[src/include/adcc_pkg.sv]
package adcc_pkg;

  // peripheral clock and analog warm-up timing
  localparam int CLK_PERIOD_NS = 50;
  localparam int WARMUP_NS = 1000;
  localparam int WARMUP_CYCLES = (WARMUP_NS + CLK_PERIOD_NS - 1) / CLK_PERIOD_NS;

  // register indices, byte address is four times the index
  localparam logic [4:0] IDX_CONTROL_A = 5'h00;
  localparam logic [4:0] IDX_CLOCK_DIVIDER_CONTROL = 5'h01;
  localparam logic [4:0] IDX_REFERENCE_CONTROL = 5'h02;
  localparam logic [4:0] IDX_WINDOW_CONTROL = 5'h03;
  localparam logic [4:0] IDX_IRQ_ENABLE = 5'h04;
  localparam logic [4:0] IDX_IRQ_FLAGS = 5'h05;
  localparam logic [4:0] IDX_CONVERTER_STATUS = 5'h06;
  localparam logic [4:0] IDX_DEBUG_CONTROL = 5'h07;
  localparam logic [4:0] IDX_SAMPLE_DURATION = 5'h08;
  localparam logic [4:0] IDX_SAMPLING_CONFIG = 5'h09;
  localparam logic [4:0] IDX_CONVERSION_COMMAND = 5'h0A;
  localparam logic [4:0] IDX_AMPLIFIER_CONTROL = 5'h0B;
  localparam logic [4:0] IDX_POSITIVE_INPUT_SELECT = 5'h0C;
  localparam logic [4:0] IDX_NEGATIVE_INPUT_SELECT = 5'h0D;
  localparam logic [4:0] IDX_CONVERSION_RESULT = 5'h10;
  localparam logic [4:0] IDX_LAST_SAMPLE = 5'h14;
  localparam logic [4:0] IDX_SCRATCH_BYTE_0 = 5'h18;
  localparam logic [4:0] IDX_SCRATCH_BYTE_1 = 5'h19;
  localparam logic [4:0] IDX_SCRATCH_BYTE_2 = 5'h1A;
  localparam logic [4:0] IDX_WINDOW_LOW_THRESHOLD = 5'h1C;
  localparam logic [4:0] IDX_WINDOW_HIGH_THRESHOLD = 5'h1E;

  // control A field positions and writable mask
  localparam int BIT_RUN_IN_STANDBY = 7;
  localparam int BIT_KEEP_ANALOG_POWERED = 5;
  localparam int BIT_ENABLE = 0;
  localparam logic [7:0] CONTROL_A_MASK = 8'hA1;

  // irq enable and irq flags bit positions
  localparam int FLG_RESULT_READY = 0;
  localparam int FLG_SAMPLE_READY = 1;
  localparam int FLG_WINDOW_MATCH = 2;
  localparam int FLG_RESULT_OVERWRITE = 3;
  localparam int FLG_SAMPLE_OVERWRITE = 4;
  localparam int FLG_TRIGGER_OVERRUN = 5;
  localparam int NUM_FLAGS = 6;

  // reset values
  localparam logic [7:0] RST_BYTE = 8'h00;
  localparam logic [15:0] RST_HALF = 16'h0000;
  localparam logic [31:0] RST_WORD = 32'h00000000;

  // start field of the conversion command and window modes
  localparam logic [2:0] START_IMMEDIATE = 3'h1;
  localparam logic [2:0] START_ON_EVENT = 3'h2;
  localparam logic [2:0] WIN_BELOW = 3'h1;
  localparam logic [2:0] WIN_ABOVE = 3'h2;
  localparam logic [2:0] WIN_INSIDE = 3'h3;
  localparam logic [2:0] WIN_OUTSIDE = 3'h4;

  // converter clock ticks added to the sample duration per conversion
  localparam logic [8:0] CONV_BASE_TICKS = 9'h00C;

  typedef enum logic [1:0] {
    ST_IDLE = 2'b00,
    ST_WARM = 2'b01,
    ST_CONV = 2'b11,
    ST_DONE = 2'b10
  } adcc_state_t;

  // divisor selected by the clock divider code
  function automatic logic [6:0] adcc_divisor(input logic [3:0] code);
    unique case (code)
      4'h0: adcc_divisor = 7'd2;
      4'h1: adcc_divisor = 7'd4;
      4'h2: adcc_divisor = 7'd6;
      4'h3: adcc_divisor = 7'd8;
      4'h4: adcc_divisor = 7'd10;
      4'h5: adcc_divisor = 7'd12;
      4'h6: adcc_divisor = 7'd14;
      4'h7: adcc_divisor = 7'd16;
      4'h8: adcc_divisor = 7'd20;
      4'h9: adcc_divisor = 7'd24;
      4'hA: adcc_divisor = 7'd28;
      4'hB: adcc_divisor = 7'd32;
      4'hC: adcc_divisor = 7'd40;
      4'hD: adcc_divisor = 7'd48;
      4'hE: adcc_divisor = 7'd56;
      4'hF: adcc_divisor = 7'd64;
    endcase
  endfunction

endpackage

[src/core/adcc_clock_divider.sv]
`timescale 1ns/1ps
module adcc_clock_divider (
  input wire logic clk,
  input wire logic nrst,
  input wire logic run,
  input wire logic [3:0] divSelect,
  output logic tick
);
  import adcc_pkg::*;

  typedef struct packed {
    logic [6:0] count;
    logic tick;
  } adcc_div_t;

  adcc_div_t s_ff;
  adcc_div_t nxt_s;

  // one tick per divisor periods of the peripheral clock, held at zero when stopped
  always_comb begin
    nxt_s = s_ff;
    nxt_s.tick = 1'b0;
    if (!run) begin
      nxt_s.count = 7'd0;
    end else if (s_ff.count >= adcc_divisor(divSelect) - 7'd1) begin
      nxt_s.count = 7'd0;
      nxt_s.tick = 1'b1;
    end else begin
      nxt_s.count = s_ff.count + 7'd1;
    end
  end

  always_ff @(posedge clk) begin
    if (!nrst) begin
      s_ff <= '0;
    end else begin
      s_ff <= nxt_s;
    end
  end

  assign tick = s_ff.tick;
endmodule // adcc_clock_divider

[src/core/adcc_control_bank.sv]
// Added by the designer: the AXI4-Lite slave port.
`timescale 1ns/1ps
// Contract
// - no standby run: finish conversion, start none
// - standby run: operate, request main clock
// - low latency off: power analog per conversion
// - low latency on: analog stays powered
// - converter clock runs only while converting
// - enable bit turns converter on, resets off
// - prescaler code selects peripheral clock divisor
// - irq flags clear on writing one
// - both bits: power kept in standby
module adcc_control_bank #(
  parameter int ADDR_W = 7
) (
  input wire logic clk,
  input wire logic nrst,
  input wire logic [ADDR_W-1:0] s_axi_awaddr,
  input wire logic s_axi_awvalid,
  output logic s_axi_awready,
  input wire logic [31:0] s_axi_wdata,
  input wire logic [3:0] s_axi_wstrb,
  input wire logic s_axi_wvalid,
  output logic s_axi_wready,
  output logic [1:0] s_axi_bresp,
  output logic s_axi_bvalid,
  input wire logic s_axi_bready,
  input wire logic [ADDR_W-1:0] s_axi_araddr,
  input wire logic s_axi_arvalid,
  output logic s_axi_arready,
  output logic [31:0] s_axi_rdata,
  output logic [1:0] s_axi_rresp,
  output logic s_axi_rvalid,
  input wire logic s_axi_rready,
  input wire logic startEvent,
  input wire logic standbySleep,
  input wire logic powerDown,
  input wire logic debugHalt,
  input wire logic [15:0] analogSample,
  output logic analogPowerOn,
  output logic mainClockRequest,
  output logic convClockRun,
  output logic conversionInProgress,
  output logic [2:0] refSelect,
  output logic [7:0] ampControl,
  output logic [7:0] posInputSelect,
  output logic [7:0] negInputSelect,
  output logic evResultReady,
  output logic evSampleReady,
  output logic evWindowMatch,
  output logic irq
);
  import adcc_pkg::*;

  if (ADDR_W < 7) begin : g_bad_addr_w
    $error("adcc_control_bank: ADDR_W must be at least 7");
  end

  typedef struct packed {
    logic [7:0] controlA;
    logic [3:0] divSel;
    logic [2:0] refSel;
    logic [3:0] winCtl;
    logic [NUM_FLAGS-1:0] irqEn;
    logic [NUM_FLAGS-1:0] irqFlags;
    logic runWhileHalted;
    logic [7:0] sampDur;
    logic [6:0] sampCfg;
    logic [7:0] command;
    logic [7:0] amp;
    logic [7:0] positive_input_select;
    logic [7:0] negative_input_select;
    logic [31:0] result;
    logic [15:0] sample;
    logic [7:0] scratch0;
    logic [7:0] scratch1;
    logic [7:0] scratch2;
    logic [15:0] winLow;
    logic [15:0] winHigh;
    adcc_state_t state;
    logic [8:0] count;
    logic resUnread;
    logic sampUnread;
    logic [2:0] trigSync;
    logic trigLevel;
    logic analogPwr;
    logic mainReq;
    logic evRes;
    logic evSamp;
    logic evWin;
    logic irq;
    logic convRun;
    logic busy;
    logic awRdy;
    logic wRdy;
    logic awGot;
    logic awOk;
    logic [4:0] awIdx;
    logic wGot;
    logic [31:0] wData;
    logic [3:0] wStrb;
    logic bValid;
    logic arRdy;
    logic rValid;
    logic [31:0] rData;
  } adcc_state_s_t;

  adcc_state_s_t s_ff;
  adcc_state_s_t nxt_s;
  logic convTick;

  // converter clock, running only while a conversion is under way
  adcc_clock_divider u_divider (
    .clk(clk),
    .nrst(nrst),
    .run(s_ff.state == ST_CONV),
    .divSelect(s_ff.divSel),
    .tick(convTick)
  );

  // register read mux, unmapped words and unused bits read zero
  function automatic logic [31:0] readWord(input logic [4:0] idx);
    logic [31:0] v;
    v = 32'h00000000;
    unique case (idx)
      IDX_CONTROL_A: v[7:0] = s_ff.controlA;
      IDX_CLOCK_DIVIDER_CONTROL: v[3:0] = s_ff.divSel;
      IDX_REFERENCE_CONTROL: v[2:0] = s_ff.refSel;
      IDX_WINDOW_CONTROL: v[3:0] = s_ff.winCtl;
      IDX_IRQ_ENABLE: v[NUM_FLAGS-1:0] = s_ff.irqEn;
      IDX_IRQ_FLAGS: v[NUM_FLAGS-1:0] = s_ff.irqFlags;
      IDX_CONVERTER_STATUS: v[0] = s_ff.busy;
      IDX_DEBUG_CONTROL: v[0] = s_ff.runWhileHalted;
      IDX_SAMPLE_DURATION: v[7:0] = s_ff.sampDur;
      IDX_SAMPLING_CONFIG: v[6:0] = s_ff.sampCfg;
      IDX_CONVERSION_COMMAND: v[7:0] = s_ff.command;
      IDX_AMPLIFIER_CONTROL: v[7:0] = s_ff.amp;
      IDX_POSITIVE_INPUT_SELECT: v[7:0] = s_ff.positive_input_select;
      IDX_NEGATIVE_INPUT_SELECT: v[7:0] = s_ff.negative_input_select;
      IDX_CONVERSION_RESULT: v = s_ff.result;
      IDX_LAST_SAMPLE: v[15:0] = s_ff.sample;
      IDX_SCRATCH_BYTE_0: v[7:0] = s_ff.scratch0;
      IDX_SCRATCH_BYTE_1: v[7:0] = s_ff.scratch1;
      IDX_SCRATCH_BYTE_2: v[7:0] = s_ff.scratch2;
      IDX_WINDOW_LOW_THRESHOLD: v[15:0] = s_ff.winLow;
      IDX_WINDOW_HIGH_THRESHOLD: v[15:0] = s_ff.winHigh;
      default: v = 32'h00000000;
    endcase
    return v;
  endfunction

  // window comparison on the new sample
  function automatic logic windowHit(input logic [3:0] ctl, input logic [15:0] val,
                                     input logic [15:0] lo, input logic [15:0] hi);
    logic hit;
    hit = 1'b0;
    unique case (ctl[2:0])
      WIN_BELOW: hit = (val < lo);
      WIN_ABOVE: hit = (val > hi);
      WIN_INSIDE: hit = (val > lo) && (val < hi);
      WIN_OUTSIDE: hit = (val < lo) || (val > hi);
      default: hit = 1'b0;
    endcase
    return hit;
  endfunction

  logic doWrite;
  logic immStart;
  logic trigEdge;
  logic startReq;
  logic canStart;
  logic enabled;
  logic runStd;
  logic keep_analog_powered;
  logic [NUM_FLAGS-1:0] setFlags;
  logic [NUM_FLAGS-1:0] clrFlags;
  logic [15:0] newSample;
  logic [15:0] winSrc;

  // next state of the whole block
  always_comb begin
    nxt_s = s_ff;
    nxt_s.evRes = 1'b0;
    nxt_s.evSamp = 1'b0;
    nxt_s.evWin = 1'b0;
    setFlags = '0;
    clrFlags = '0;
    immStart = 1'b0;
    newSample = analogSample;
    winSrc = 16'h0000;
    enabled = s_ff.controlA[BIT_ENABLE];
    runStd = s_ff.controlA[BIT_RUN_IN_STANDBY];
    keep_analog_powered = s_ff.controlA[BIT_KEEP_ANALOG_POWERED];
    doWrite = s_ff.awGot && s_ff.wGot && !s_ff.bValid;

    // write address and data are taken independently
    if (s_axi_awvalid && s_ff.awRdy) begin
      nxt_s.awGot = 1'b1;
      nxt_s.awIdx = s_axi_awaddr[6:2];
      nxt_s.awOk = ((s_axi_awaddr >> 7) == '0);
    end
    if (s_axi_wvalid && s_ff.wRdy) begin
      nxt_s.wGot = 1'b1;
      nxt_s.wData = s_axi_wdata;
      nxt_s.wStrb = s_axi_wstrb;
    end

    // register write, byte lanes honoured, unused bits dropped
    if (doWrite) begin
      nxt_s.awGot = 1'b0;
      nxt_s.wGot = 1'b0;
      nxt_s.bValid = 1'b1;
      if (s_ff.awOk && s_ff.wStrb[0]) begin
        unique case (s_ff.awIdx)
          IDX_CONTROL_A: nxt_s.controlA = s_ff.wData[7:0] & CONTROL_A_MASK;
          IDX_CLOCK_DIVIDER_CONTROL: nxt_s.divSel = s_ff.wData[3:0];
          IDX_REFERENCE_CONTROL: nxt_s.refSel = s_ff.wData[2:0];
          IDX_WINDOW_CONTROL: nxt_s.winCtl = s_ff.wData[3:0];
          IDX_IRQ_ENABLE: nxt_s.irqEn = s_ff.wData[NUM_FLAGS-1:0];
          IDX_IRQ_FLAGS: clrFlags = s_ff.wData[NUM_FLAGS-1:0];
          IDX_DEBUG_CONTROL: nxt_s.runWhileHalted = s_ff.wData[0];
          IDX_SAMPLE_DURATION: nxt_s.sampDur = s_ff.wData[7:0];
          IDX_SAMPLING_CONFIG: nxt_s.sampCfg = s_ff.wData[6:0];
          IDX_CONVERSION_COMMAND: begin
            nxt_s.command = s_ff.wData[7:0];
            immStart = (s_ff.wData[2:0] == START_IMMEDIATE);
          end
          IDX_AMPLIFIER_CONTROL: nxt_s.amp = s_ff.wData[7:0];
          IDX_POSITIVE_INPUT_SELECT: nxt_s.positive_input_select = s_ff.wData[7:0];
          IDX_NEGATIVE_INPUT_SELECT: nxt_s.negative_input_select = s_ff.wData[7:0];
          IDX_SCRATCH_BYTE_0: nxt_s.scratch0 = s_ff.wData[7:0];
          IDX_SCRATCH_BYTE_1: nxt_s.scratch1 = s_ff.wData[7:0];
          IDX_SCRATCH_BYTE_2: nxt_s.scratch2 = s_ff.wData[7:0];
          IDX_WINDOW_LOW_THRESHOLD: nxt_s.winLow[7:0] = s_ff.wData[7:0];
          IDX_WINDOW_HIGH_THRESHOLD: nxt_s.winHigh[7:0] = s_ff.wData[7:0];
          default: ;
        endcase
      end
      if (s_ff.awOk && s_ff.wStrb[1]) begin
        if (s_ff.awIdx == IDX_WINDOW_LOW_THRESHOLD) begin
          nxt_s.winLow[15:8] = s_ff.wData[15:8];
        end
        if (s_ff.awIdx == IDX_WINDOW_HIGH_THRESHOLD) begin
          nxt_s.winHigh[15:8] = s_ff.wData[15:8];
        end
      end
    end
    if (s_ff.bValid && s_axi_bready) begin
      nxt_s.bValid = 1'b0;
    end
    nxt_s.awRdy = !nxt_s.awGot && !nxt_s.bValid;
    nxt_s.wRdy = !nxt_s.wGot && !nxt_s.bValid;

    // register read, a read of result or sample marks it as read
    if (s_axi_arvalid && s_ff.arRdy) begin
      nxt_s.rValid = 1'b1;
      nxt_s.rData = ((s_axi_araddr >> 7) == '0) ? readWord(s_axi_araddr[6:2]) : 32'h00000000;
      if ((s_axi_araddr >> 7) == '0 && s_axi_araddr[6:2] == IDX_CONVERSION_RESULT) begin
        nxt_s.resUnread = 1'b0;
      end
      if ((s_axi_araddr >> 7) == '0 && s_axi_araddr[6:2] == IDX_LAST_SAMPLE) begin
        nxt_s.sampUnread = 1'b0;
      end
    end
    if (s_ff.rValid && s_axi_rready) begin
      nxt_s.rValid = 1'b0;
    end
    nxt_s.arRdy = !nxt_s.rValid;

    // start event: three-stage synchroniser, level moves when stages two and three agree
    nxt_s.trigSync = {s_ff.trigSync[1:0], startEvent};
    if (s_ff.trigSync[2] == s_ff.trigSync[1]) begin
      nxt_s.trigLevel = s_ff.trigSync[2];
    end
    trigEdge = nxt_s.trigLevel && !s_ff.trigLevel;
    startReq = immStart || (trigEdge && s_ff.command[2:0] == START_ON_EVENT);

    // new conversions only when enabled, awake enough and not halted
    canStart = enabled && !powerDown
               && !(standbySleep && !runStd)
               && !(debugHalt && !s_ff.runWhileHalted);

    // conversion sequence
    unique case (s_ff.state)
      ST_IDLE: begin
        if (startReq && canStart) begin
          nxt_s.count = 9'd0;
          nxt_s.state = keep_analog_powered ? ST_CONV : ST_WARM;
        end
      end
      ST_WARM: begin
        if (s_ff.count >= 9'(WARMUP_CYCLES - 1)) begin
          nxt_s.count = 9'd0;
          nxt_s.state = ST_CONV;
        end else begin
          nxt_s.count = s_ff.count + 9'd1;
        end
      end
      ST_CONV: begin
        if (convTick) begin
          nxt_s.count = s_ff.count + 9'd1;
          if (s_ff.count >= {1'b0, s_ff.sampDur} + CONV_BASE_TICKS) begin
            nxt_s.state = ST_DONE;
          end
        end
      end
      ST_DONE: begin
        // capture: sample, result, overwrite and window flags
        nxt_s.state = ST_IDLE;
        nxt_s.sample = newSample;
        nxt_s.result = {16'h0000, newSample};
        nxt_s.sampUnread = 1'b1;
        nxt_s.resUnread = 1'b1;
        setFlags[FLG_SAMPLE_READY] = 1'b1;
        setFlags[FLG_RESULT_READY] = 1'b1;
        setFlags[FLG_SAMPLE_OVERWRITE] = s_ff.sampUnread;
        setFlags[FLG_RESULT_OVERWRITE] = s_ff.resUnread;
        winSrc = newSample;
        setFlags[FLG_WINDOW_MATCH] = windowHit(s_ff.winCtl, winSrc, s_ff.winLow, s_ff.winHigh);
        nxt_s.evRes = 1'b1;
        nxt_s.evSamp = 1'b1;
        nxt_s.evWin = setFlags[FLG_WINDOW_MATCH];
      end
    endcase

    // a trigger while busy is an overrun
    if (startReq && s_ff.state != ST_IDLE) begin
      setFlags[FLG_TRIGGER_OVERRUN] = 1'b1;
    end

    // power-down or disable aborts at once; standby or halt lets it finish
    if (powerDown || !nxt_s.controlA[BIT_ENABLE]) begin
      nxt_s.state = ST_IDLE;
      nxt_s.count = 9'd0;
    end

    // flags: an event in the clearing cycle survives
    nxt_s.irqFlags = (s_ff.irqFlags & ~clrFlags) | setFlags;
    nxt_s.irq = |(nxt_s.irqFlags & nxt_s.irqEn);

    // analog power policy
    if (!nxt_s.controlA[BIT_ENABLE] || powerDown) begin
      nxt_s.analogPwr = 1'b0;
    end else if (nxt_s.controlA[BIT_KEEP_ANALOG_POWERED]) begin
      nxt_s.analogPwr = !standbySleep || nxt_s.controlA[BIT_RUN_IN_STANDBY]
                        || (nxt_s.state != ST_IDLE);
    end else begin
      nxt_s.analogPwr = (nxt_s.state != ST_IDLE);
    end

    // main clock request in standby, registered state decodes for the outputs
    nxt_s.mainReq = standbySleep && runStd && (nxt_s.state != ST_IDLE);
    nxt_s.convRun = (nxt_s.state == ST_CONV);
    nxt_s.busy = (nxt_s.state != ST_IDLE);
  end

  always_ff @(posedge clk) begin
    if (!nrst) begin
      s_ff <= '0;
    end else begin
      s_ff <= nxt_s;
    end
  end

  // outputs straight from the state register, both response codes fixed at okay
  assign s_axi_awready = s_ff.awRdy;
  assign s_axi_wready = s_ff.wRdy;
  assign s_axi_bresp = 2'h0;
  assign s_axi_bvalid = s_ff.bValid;
  assign s_axi_arready = s_ff.arRdy;
  assign s_axi_rdata = s_ff.rData;
  assign s_axi_rresp = 2'h0;
  assign s_axi_rvalid = s_ff.rValid;
  assign analogPowerOn = s_ff.analogPwr;
  assign mainClockRequest = s_ff.mainReq;
  assign convClockRun = s_ff.convRun;
  assign conversionInProgress = s_ff.busy;
  assign refSelect = s_ff.refSel;
  assign ampControl = s_ff.amp;
  assign posInputSelect = s_ff.positive_input_select;
  assign negInputSelect = s_ff.negative_input_select;
  assign evResultReady = s_ff.evRes;
  assign evSampleReady = s_ff.evSamp;
  assign evWindowMatch = s_ff.evWin;
  assign irq = s_ff.irq;
endmodule // adcc_control_bank

[config.mk]
export PLATFORM = sky130hd
export DESIGN_NAME = adcc_control_bank
export DESIGN_NICKNAME = d
export VERILOG_FILES = /design/src/include/adcc_pkg.sv /design/src/core/adcc_clock_divider.sv /design/src/core/adcc_control_bank.sv
export SDC_FILE = /design/constraint.sdc
export NUM_CORES = 1
export LEC_CHECK = 0
export BUFFER_PORTS_ARGS = -buffer_cell sky130_fd_sc_hd__buf_4
export CAP_MARGIN = 15
export CORE_UTILIZATION = 40
export CTS_BUF_LIST = sky130_fd_sc_hd__clkbuf_4
export DETAILED_ROUTE_END_ITERATION = 8
export PLACE_DENSITY = 0.68
export SLEW_MARGIN = 20
export SYNTH_ARGS = -nofsm -noshare
export SYNTH_HDL_FRONTEND = slang
export SYNTH_SLANG_ARGS = --single-unit
[constraint.sdc]
create_clock -name clk -period 2.2 [get_ports clk]
set_clock_uncertainty 0.05 [all_clocks]
set_input_delay 0.22 -clock clk [delete_from_list [all_inputs] [get_ports clk]]
set_output_delay 0.22 -clock clk [all_outputs]
set_load 0.02 [all_outputs]
==> impl.org, run 1 <==
** Status
- Status :: finished, violations left
- Failing checks :: setup timing

** Routing
- Dividing the detail-routed via count by the number of cells gives 5.29.
- Vias after detailed routing :: 10,600
- WL per Instance :: 17.6 um
- In the routed design, unresolved DRC markers number 0.
- Number of detailed-route iterations in the first pass :: 5
- Wires add up to 35,400 um.
- Drt first-iter violations :: 983
- In this run the remaining antenna-violating nets after routing total 0.

** Synthesis
- The synthesized netlist devotes 5.82% of its cell area to adder and majority cells.
- The synthesized design contains 0 enable-type register cells.
- In the synthesized netlist the async set-or-reset flop fraction comes to 0%.
- For this run, the number of Yosys warnings is 0.
- Post-Synth Simple-Gate Area :: 19.3%
- Cell count after synthesis :: 1,325
- After synthesis, the largest area contributor takes up 40.6% of total cell area.
- Average size of a mapped cell :: 8.59 um^2
- Register area share after synthesis :: 40.6%
- The largest total area in the synthesized netlist belongs to dfxtp_1.
- Top post-synthesis cells by area :: dfxtp_1 (41%), mux2i_1 (10%), ha_1 (5.8%)
- Share of the synthesized area in compound gates (AO/OA/AOI/OAI) :: 13.8%
- After synthesis, the largest family of logic cells by area is simple AND/OR/NAND/NOR gates.
- Synthesized-area fraction occupied by xor and xnor cells :: 1.69%
- Synthesis instantiated 79 different standard cells from the library.
- By count the netlist is led by dfxtp_1 (231), nor2_1 (170), nand2_1 (168), mux2i_1 (116), a21oi_1 (105).
- After synthesis, the share of cell area in mux cells is 10.5%.
- For this run, the leading register cell type out of synthesis is dfxtp_1.
- Synthesis inferred 231 register bits.
- dfxtp_1 is the most common cell in the netlist.
- Mapped cell area :: 11,400 um^2

** Clock tree
- The clock reaches the later pin of the worst-skew pair after 710 ps.
- Clock tree buffer depth :: 3
- TritonCTS built the clock tree.
- Count of H-tree levels built during CTS :: 2
- Clk Tree Root Cell :: clkbuf_4
- Clock-pin slew was measured on the worst setup and hold paths at 60 ps.
- Clock sink count :: 231
- TritonCTS buffer count :: 60

** Floorplanning
- Measured along the y axis, the die boundary spans 171 um.
- Die ar. :: 29,100 um^2
- Initial cell density of the core :: 40.9%
- Core footprint :: 27,900 um^2
- The floorplan step set the die width to 171 um.
- The floorplan has 61 rows.
- During I/O placement, the number of pins put on the boundary was 153.

** Placed design
- Prior to clock tree synthesis, the placed netlist has a worst setup slack of -156 ps.
- Count of input and output buffers :: 110
- The HPWL after detailed placement is 25,300 um.
- At the end of routability-driven placement, the weighted congestion stood at 0.944.

** Worst setup path
- CP Launch Point :: s_ff[72]$_SDFFE_PN0P_
- Startpoint type of the worst setup path :: register
- Crit path capture type :: register
- Critical Path AT :: 2910 ps
- The worst register-to-register path ends at analogPowerOn$_SDFF_PP0_.
- Capturing element of the worst setup path :: analogPowerOn$_SDFF_PP0_
- Cell depth of the worst flop-to-flop path :: 8
- For the worst setup path, the data required time is 2770 ps.
- The critical path is of the reg -> reg type.
- Reg-to-Reg Start :: s_ff[72]$_SDFFE_PN0P_
- In this run the worst path has a maximum fanout of 3.
- Register-to-register setup slack :: -140 ps

** Timing
- After layout, the worst path uses 106% of the clock period.
- Number of slew-limit violations in the final report :: 0
- For the pin with the worst max-slew slack, the measured transition is 683 ps.
- Max frequency :: 0.428 GHz
- Setup repair after global routing could not meet its margin everywhere.
- Number of endpoints failing setup at the final stage :: 5
- Total count of hold-check failures in the final report :: 0
- In this run the tightest slew margin relative to its limit is 54.5%.
- Worst-case setup margin in the final layout :: -137 ps
- Fin crit period :: 2340 ps

** Power and ir drop
- Total power per unit cell area :: 587 nW/um^2
- Final Total Pwr :: 0.00874 W
- For this design the static power due to leakage is 5.82 nW.
- IR Drop Worst-Case VDD :: 319 uV

** GRT
- Entering global routing, the biggest net connects 62 pins.
- Number of antenna violations at the first check in global routing :: 1
- Overall routing resource usage :: 24.0%
- Number of global-route vias before repair :: 10,200
- The first global-routing pass estimated 54,200 um of wire.
- Met2 Resource Use GR :: 39.8%
- Met3 demand-to-capacity share in global routing :: 4.46%
- Busiest layer in global routing :: met2
- For this run the aggregate overflow at the end of global routing stands at 0.
- Global routing consumed, on the met1 layer, 30.4% of the routing resources.

** Final layout
- In the final design database the tool counted 1,718 nets.
- Synthesis-to-layout area growth :: 30.9%
- The post-route netlist has 26.3% of its cells at a drive strength greater than 1.

** Flow run
- Max-cap violation count :: 0

** Min path
- Min-Delay Path Class :: in -> reg
-- worst max-delay path: stages, from the launching register on --
cell and delay (ps):
dfxtp_4 350, buf_6 110, or3b_1 350, nor4_2 160, buf_4 190, a31o_1 160, a41oi_2 130, or4_4 580
a31oi_1 170
-- where the power goes --
| group | leakage, nW | switching (W) | total, W | internal [W] |
|---|---|---|---|---|
| registers | 1.88 | 0.0000413 | 0.00427 | 0.00423 |
| clock network | 0.448 | 0.00177 | 0.00371 | 0.00193 |
| logic | 3.50 | 0.000438 | 0.000767 | 0.000329 |
| total | 5.82 | 0.00225 | 0.00874 | 0.00649 |
-- cell families (layout without fill, tap and decap cells) --
kind of cell	count (synthesis)	in the layout
buf+inv	178	465
other cells	1	22
xor+xnor	22	22
compound gates	249	249
flops	231	231
fa+ha+maj	53	53
simple gates	472	472
mux	119	119
-- cell type report --
type | count | area (um^2)
multi-input combinational | 935 | 6200
clock buffer | 88 | 661
inverter | 50 | 198
sequential | 231 | 4650
clock inverter | 17 | 95.1
timing repair buffer | 310 | 2610
fill | 2557 | 13000
antenna | 2 | 5.00
tap | 378 | 473
-- layout by cell type (no fill, tap or decap), types with 20 or more instances in the layout --
cell type	netlist	layout
buf_4	66	228
dfxtp_1	231	211
nand2_1	168	166
nor2_1	170	164
mux2i_1	116	112
a21oi_1	105	101
clkbuf_4	0	88
dlygate4sd3_1	0	69
inv_1	48	46
ha_1	53	46
o21ai_0	39	34
a22oi_1	28	26
conb_1	1	20
-- metrics by stage --
step           cells  hold slack [ps]  TNS [ps]  instance area (um^2)  utilization (%)
4_1_cts         1999             83.0      -373                 14500             52.0
3_3_place_gp    1822              375      -300                 13000             46.6
3_5_place_dp    1822              380      -773                 13000             46.6
6_report        2011              147      -390                 14900             53.5
5_1_grt         2011              168     -1440                 14900             53.5
2_1_floorplan   1344              297      -224                 11500                -
-- how the worst min path moves through the flow --
stage                               startpoint                           to  slack [ps]  cells past startpoint
after global placement    nxt_s[91]$_SDFF_PN0_         nxt_s[92]$_SDFF_PN0_         370                      1
after detailed placement  nxt_s[91]$_SDFF_PN0_         nxt_s[92]$_SDFF_PN0_         380                      1
after CTS                      s_axi_araddr[2]  s_axi_rdata[0]$_SDFFE_PN0P_          80                      5
after global routing             s_axi_arvalid  s_axi_rdata[6]$_SDFFE_PN0P_         170                      4
after floorplan                     startEvent         nxt_s[91]$_SDFF_PN0_         300                      1
final                            s_axi_arvalid  s_axi_rdata[1]$_SDFFE_PN0P_         150                      4
-- sequential cells by signal, summed over array words and instances (netlist names), 2 cells and up, named ones only --
register        flops
u_divider.s_ff      7
refSelect           3
ampControl          8
s_ff              157
nxt_s               2
s_axi_rdata        16
posInputSelect      8
negInputSelect      8
-- timing repair --
item / in CTS / in global routing
gates resized for setup: 9 / 78
pin swaps: 5 / 28
endpoints found under the setup margin: 17 / 40
hold endpoints to repair: 98 / 0
hold buffers: 69 / 0
buffers inserted: 3 / 11
-- layer usage --
layer	wire length, um	up-vias	share of wire [%]
met4	1370	0	3.9
met3	2400	109	6.8
met2	16500	438	47
li1	-	5081	-
met1	15100	5007	43
met5	0	-	0
Note: power is estimated with default switching activity, not from simulation.
==> inputs of run 2 (changes only) <==
--- a/config.mk
+++ b/config.mk
@@ -5,12 +5,15 @@
 export SDC_FILE = /design/constraint.sdc
 export NUM_CORES = 1
 export LEC_CHECK = 0
+export ABC_AREA = 1
 export BUFFER_PORTS_ARGS = -buffer_cell sky130_fd_sc_hd__buf_4
 export CAP_MARGIN = 15
-export CORE_UTILIZATION = 40
+export CELL_PAD_IN_SITES_DETAIL_PLACEMENT = 0
+export CELL_PAD_IN_SITES_GLOBAL_PLACEMENT = 2
+export CORE_UTILIZATION = 31
 export CTS_BUF_LIST = sky130_fd_sc_hd__clkbuf_4
 export DETAILED_ROUTE_END_ITERATION = 8
-export PLACE_DENSITY = 0.68
+export PLACE_DENSITY = 0.86
 export SLEW_MARGIN = 20
 export SYNTH_ARGS = -nofsm -noshare
 export SYNTH_HDL_FRONTEND = slang
==> impl.org, run 2 <==
** Status
- The run finished with clean final reports.

** Clock tree
- Clock tree buffer depth :: 3 (unchanged)
- Clk Tree Root Cell :: clkbuf_4
- TritonCTS buffer count :: 69 (+15%)
- The maximum level of the CTS H-tree is 3 (+1).
- The later-pin clock latency in the skew report was 700 ps (about the same).
- The number of clock sinks seen by CTS is 231 (unchanged).
- TritonCTS built the clock tree.
- Reg clk slew, reported paths :: 60 ps (about the same)

** Worst setup path
- The largest fanout of any net on the critical path came to 5 (+2).
- The critical path data arrival time came to 2680 ps (-230 ps).
- Capturing element of the worst setup path :: mainClockRequest$_SDFF_PN0_
- In this run the critical register-to-register path is launched from s_ff[251]$_SDFFE_PN0P_.
- Tracing the worst setup path back leads to its startpoint at s_ff[251]$_SDFFE_PN0P_.
- The slack of the worst reg-to-reg path was 40 ps (+180 ps).
- STA classifies the critical path startpoint as a register.
- Crit path capture type :: register
- The critical path is of the reg -> reg type.
- Critical path required time :: 2730 ps (-40 ps)
- In this run the critical register-to-register path is captured at mainClockRequest$_SDFF_PN0_.
- The path depth of the worst reg2reg path is 15 (+7).

** Final layout
- Total number of nets in the final design :: 1,894 (+10%)
- From synthesis to final layout, the design area changed by 25.1%.
- Register bank with the most flops :: s_ff
- The layout cell share with drive strength beyond 1 is 19.2% (-7.1 points).
- The number of standard cells in the layout, taps in and fillers out was 2,270 (+13%).
- Most common cell after layout, fill and taps aside :: nand2_1
- Fill cell count :: 3,851 (+51%)
- Max FFs per register :: 157 (unchanged)
- Most used cells in the layout excluding fill and tap cells :: nand2_1 (251), dfxtp_1 (228), inv_1 (180)

** Timing
- The final worst-path cycle share came to 98.1% (-8.1 points).
- Worst slew margin relative to its limit :: 61.9% (+7.5 points)
- The number of max-slew violations in the final report is 0 (unchanged).
- The final critical path time including I/O delays and setup is 2160 ps (-178 ps).
- Max frequency :: 0.463 GHz (+8.2%)
- The worst-case setup margin in the final layout came to 40.9 ps (+178 ps).
- Number of endpoints failing setup at the final stage :: 0 (-5)
- The transition at the pin with the smallest max-transition slack was 567 ps (-116 ps).
- The number of failing hold endpoints at the final stage came to 0 (unchanged).
- Final worst hold slack :: 43.9 ps (-103 ps)
- Setup repair after global routing missed its margin :: yes

** Routing
- Drt first-iter violations :: 691 (-30%)
- The number of iterations in the first detailed-routing pass was 5 (unchanged).
- Post-DR vias/cell :: 4.84 (-8.5%)
- Wire length reported by the detailed router :: 37,600 um (+6.2%)
- The DRC violations left was 0 (unchanged).
- Vias after detailed routing :: 11,000 (+3.2%)
- Antenna violation net count after detailed routing :: 0 (unchanged)
- WL per Instance :: 16.6 um (-5.9%)

** Floorplanning
- Overall die width :: 194 um (+14%)
- The die footprint is 37,700 um^2 (+29%).
- Initial cell density of the core :: 31.4% (-9.5 points)
- I/O pins :: 153 (unchanged)
- The total number of placement rows came to 70 (+15%).
- Core footprint :: 36,500 um^2 (+31%)
- Overall die height :: 194 um (+14%)

** GRT
- Maximum number of pins on one net before global-route repair :: 118 (+90%)
- Number of global-route vias before repair :: 10,600 (+3.4%)
- The final global-route overflow total came to 0 (unchanged).
- Number of antenna violations at the first check in global routing :: 3 (+2)
- The global-route usage over all layers was 19.8% (-4.2 points).
- First-pass GRT wire length :: 57,900 um (+6.8%)

** Synthesis
- Cell taking the most area after synthesis :: dfxtp_1
- Count leader, synth :: nand2_1
- Number of different library cells in the post-synthesis netlist :: 51 (-35%)
- Average size of a mapped cell :: 7.37 um^2 (-14%)
- Count of yosys warnings during synthesis :: 0 (unchanged)
- Cell count after synthesis :: 1,555 (+17%)
- Top post-synthesis cells by area :: dfxtp_1 (40%), nand2_1 (8.4%), a21oi_1 (7.1%)
- The number of synthesized flops with an enable pin came to 0 (unchanged).
- Share of Yosys cell area claimed by the top area cell type :: 40.4% (-0.25 points)
- Counting instances in the post-synthesis netlist gives the leading cell types as nand2_1 (255), dfxtp_1 (231), inv_1 (187), nor2_1 (163), a21oi_1 (162).
- Dominant register cell in the synthesized netlist :: dfxtp_1
- The flip-flop and latch count after synthesis came to 231 (unchanged).
- Mapped cell area :: 11,500 um^2 (+0.62%)
- Share of flip-flops with an asynchronous set or reset :: 0% (unchanged)
- Register area share after synthesis :: 40.4% (-0.25 points)

** Flow run
- The number of maximum-capacitance constraint violations was 0 (unchanged).

** Power and ir drop
- The total leakage power is 6.02 nW (+3.5%).
- Total power per unit cell area :: 633 nW/um^2 (+8.0%)
- Final Total Pwr :: 0.00908 W (+3.9%)
- IR Drop Worst-Case VDD :: 324 uV (+1.7%)

** Placed design
- The half-perimeter wire length after placement came to 27,600 um (+9.2%).
- RePlAce Congestion :: 0.886 (-6.2%)
- Cell count after placement :: 2,090 (+15%)
- The worst slack at placement was -61.1 ps (+94.6 ps).
- The count of input and output buffers is 110 (unchanged).

** Min path
- The path class of the tightest hold or removal check is in -> reg.
-- run 2: cell types whose count changed in the layout (fill, tap and decap cells not counted), sizes merged, moves of 10 or more --
cell    delta
inv      +144
o21ai    +127
mux2i    -116
nand2     +94
buf       -65
a21oi     +58
a211oi    +26
a22oi     -26
nand3     +22
clkbuf    +13
clkinv    -11
nand2b    -10
xnor2     -10
-- run 2: how the worst min path moves through the flow --
| stage | start | endpoint | slack (ps) | cells after the start |
|---|---|---|---|---|
| floorplan | startEvent | nxt_s[91]$_SDFF_PN0_ | 270 | 2 |
| global placement | nxt_s[91]$_SDFF_PN0_ | nxt_s[92]$_SDFF_PN0_ | 360 | 2 |
| detailed placement | startEvent | nxt_s[91]$_SDFF_PN0_ | 360 | 3 |
| CTS | s_axi_wvalid | s_ff[71]$_SDFF_PN0_ | 10 | 3 |
| global route | s_axi_wvalid | s_ff[71]$_SDFF_PN0_ | 70 | 3 |
| finish | s_axi_wvalid | s_ff[71]$_SDFF_PN0_ | 40 | 3 |
-- run 2: logic make-up after synthesis --
group	Yosys count	synth area share [%]
AND/OR/NAND/NOR	525	19.7
AO/OA/AOI/OAI	419	20.6
buffers and inverters	315	12.7
flip-flops	231	40.4
adder cells (fa/ha/maj)	53	5.79
XOR/XNOR	11	0.841
other	1	0.0327
-- run 2: worst max-delay path, cell delays in order (launching register included) --
cell      delay (ps)
dfxtp_2          350
inv_4             50
a21oi_2          150
nand3_1           90
xor2_1           170
inv_1             90
ha_4             280
nand2_1           70
nor2_2           130
nand3b_1          90
nand4_1          110
nand3_1           80
nand2_1           90
o21ai_2           60
nand2_2          120
a21oi_2           70
-- run 2: timing repair --
item,in CTS,in global routing
endpoints found under the hold margin,92,0
pin swaps,8,14
gates resized for setup,8,33
setup buffers,0,7
endpoints found under the setup margin,5,30
hold buffers,64,0
-- run 2: through the flow --
| stage | TNS (ps) | area (um^2) | util [%] |
|---|---|---|---|
| 6_report | 0 | 14300 | 39.2 |
| 5_1_grt | -527 | 14300 | 39.2 |
| 4_1_cts | -0.465 | 14200 | 38.8 |
| 3_5_place_dp | -224 | 12700 | 34.8 |
| 3_3_place_gp | -81.0 | 12700 | 34.8 |
| 2_1_floorplan | 0 | 11500 | - |
-- run 2: area by class of cell --
type / count / area (um^2) / share of cell area (%)
antenna: 2 / 5.00 / 0.0349
clock buffer: 101 / 758 / 5.29
clock inverter: 6 / 48.8 / 0.340
inverter: 194 / 738 / 5.15
multi-input combinational: 1028 / 5560 / 38.8
sequential: 231 / 4630 / 32.3
tap: 468 / 586 / 4.09
timing repair buffer: 240 / 2010 / 14.0
-- run 2: layer usage --
metal,wire (um),part of all wire (%),vias to the layer above,track usage [%]
li1,-,-,5545,-
met5,0,0,-,0
met2,17100,45,296,32.0
met1,17600,47,5086,26.4
met4,689,1.8,0,6.50
met3,2230,5.9,53,3.88
-- run 2: where the power goes --
group	total, W	internal, W	switching (W)
Combinational	0.000773	0.000305	0.000468
Sequential	0.00429	0.00424	0.0000539
Clock	0.00402	0.00218	0.00184
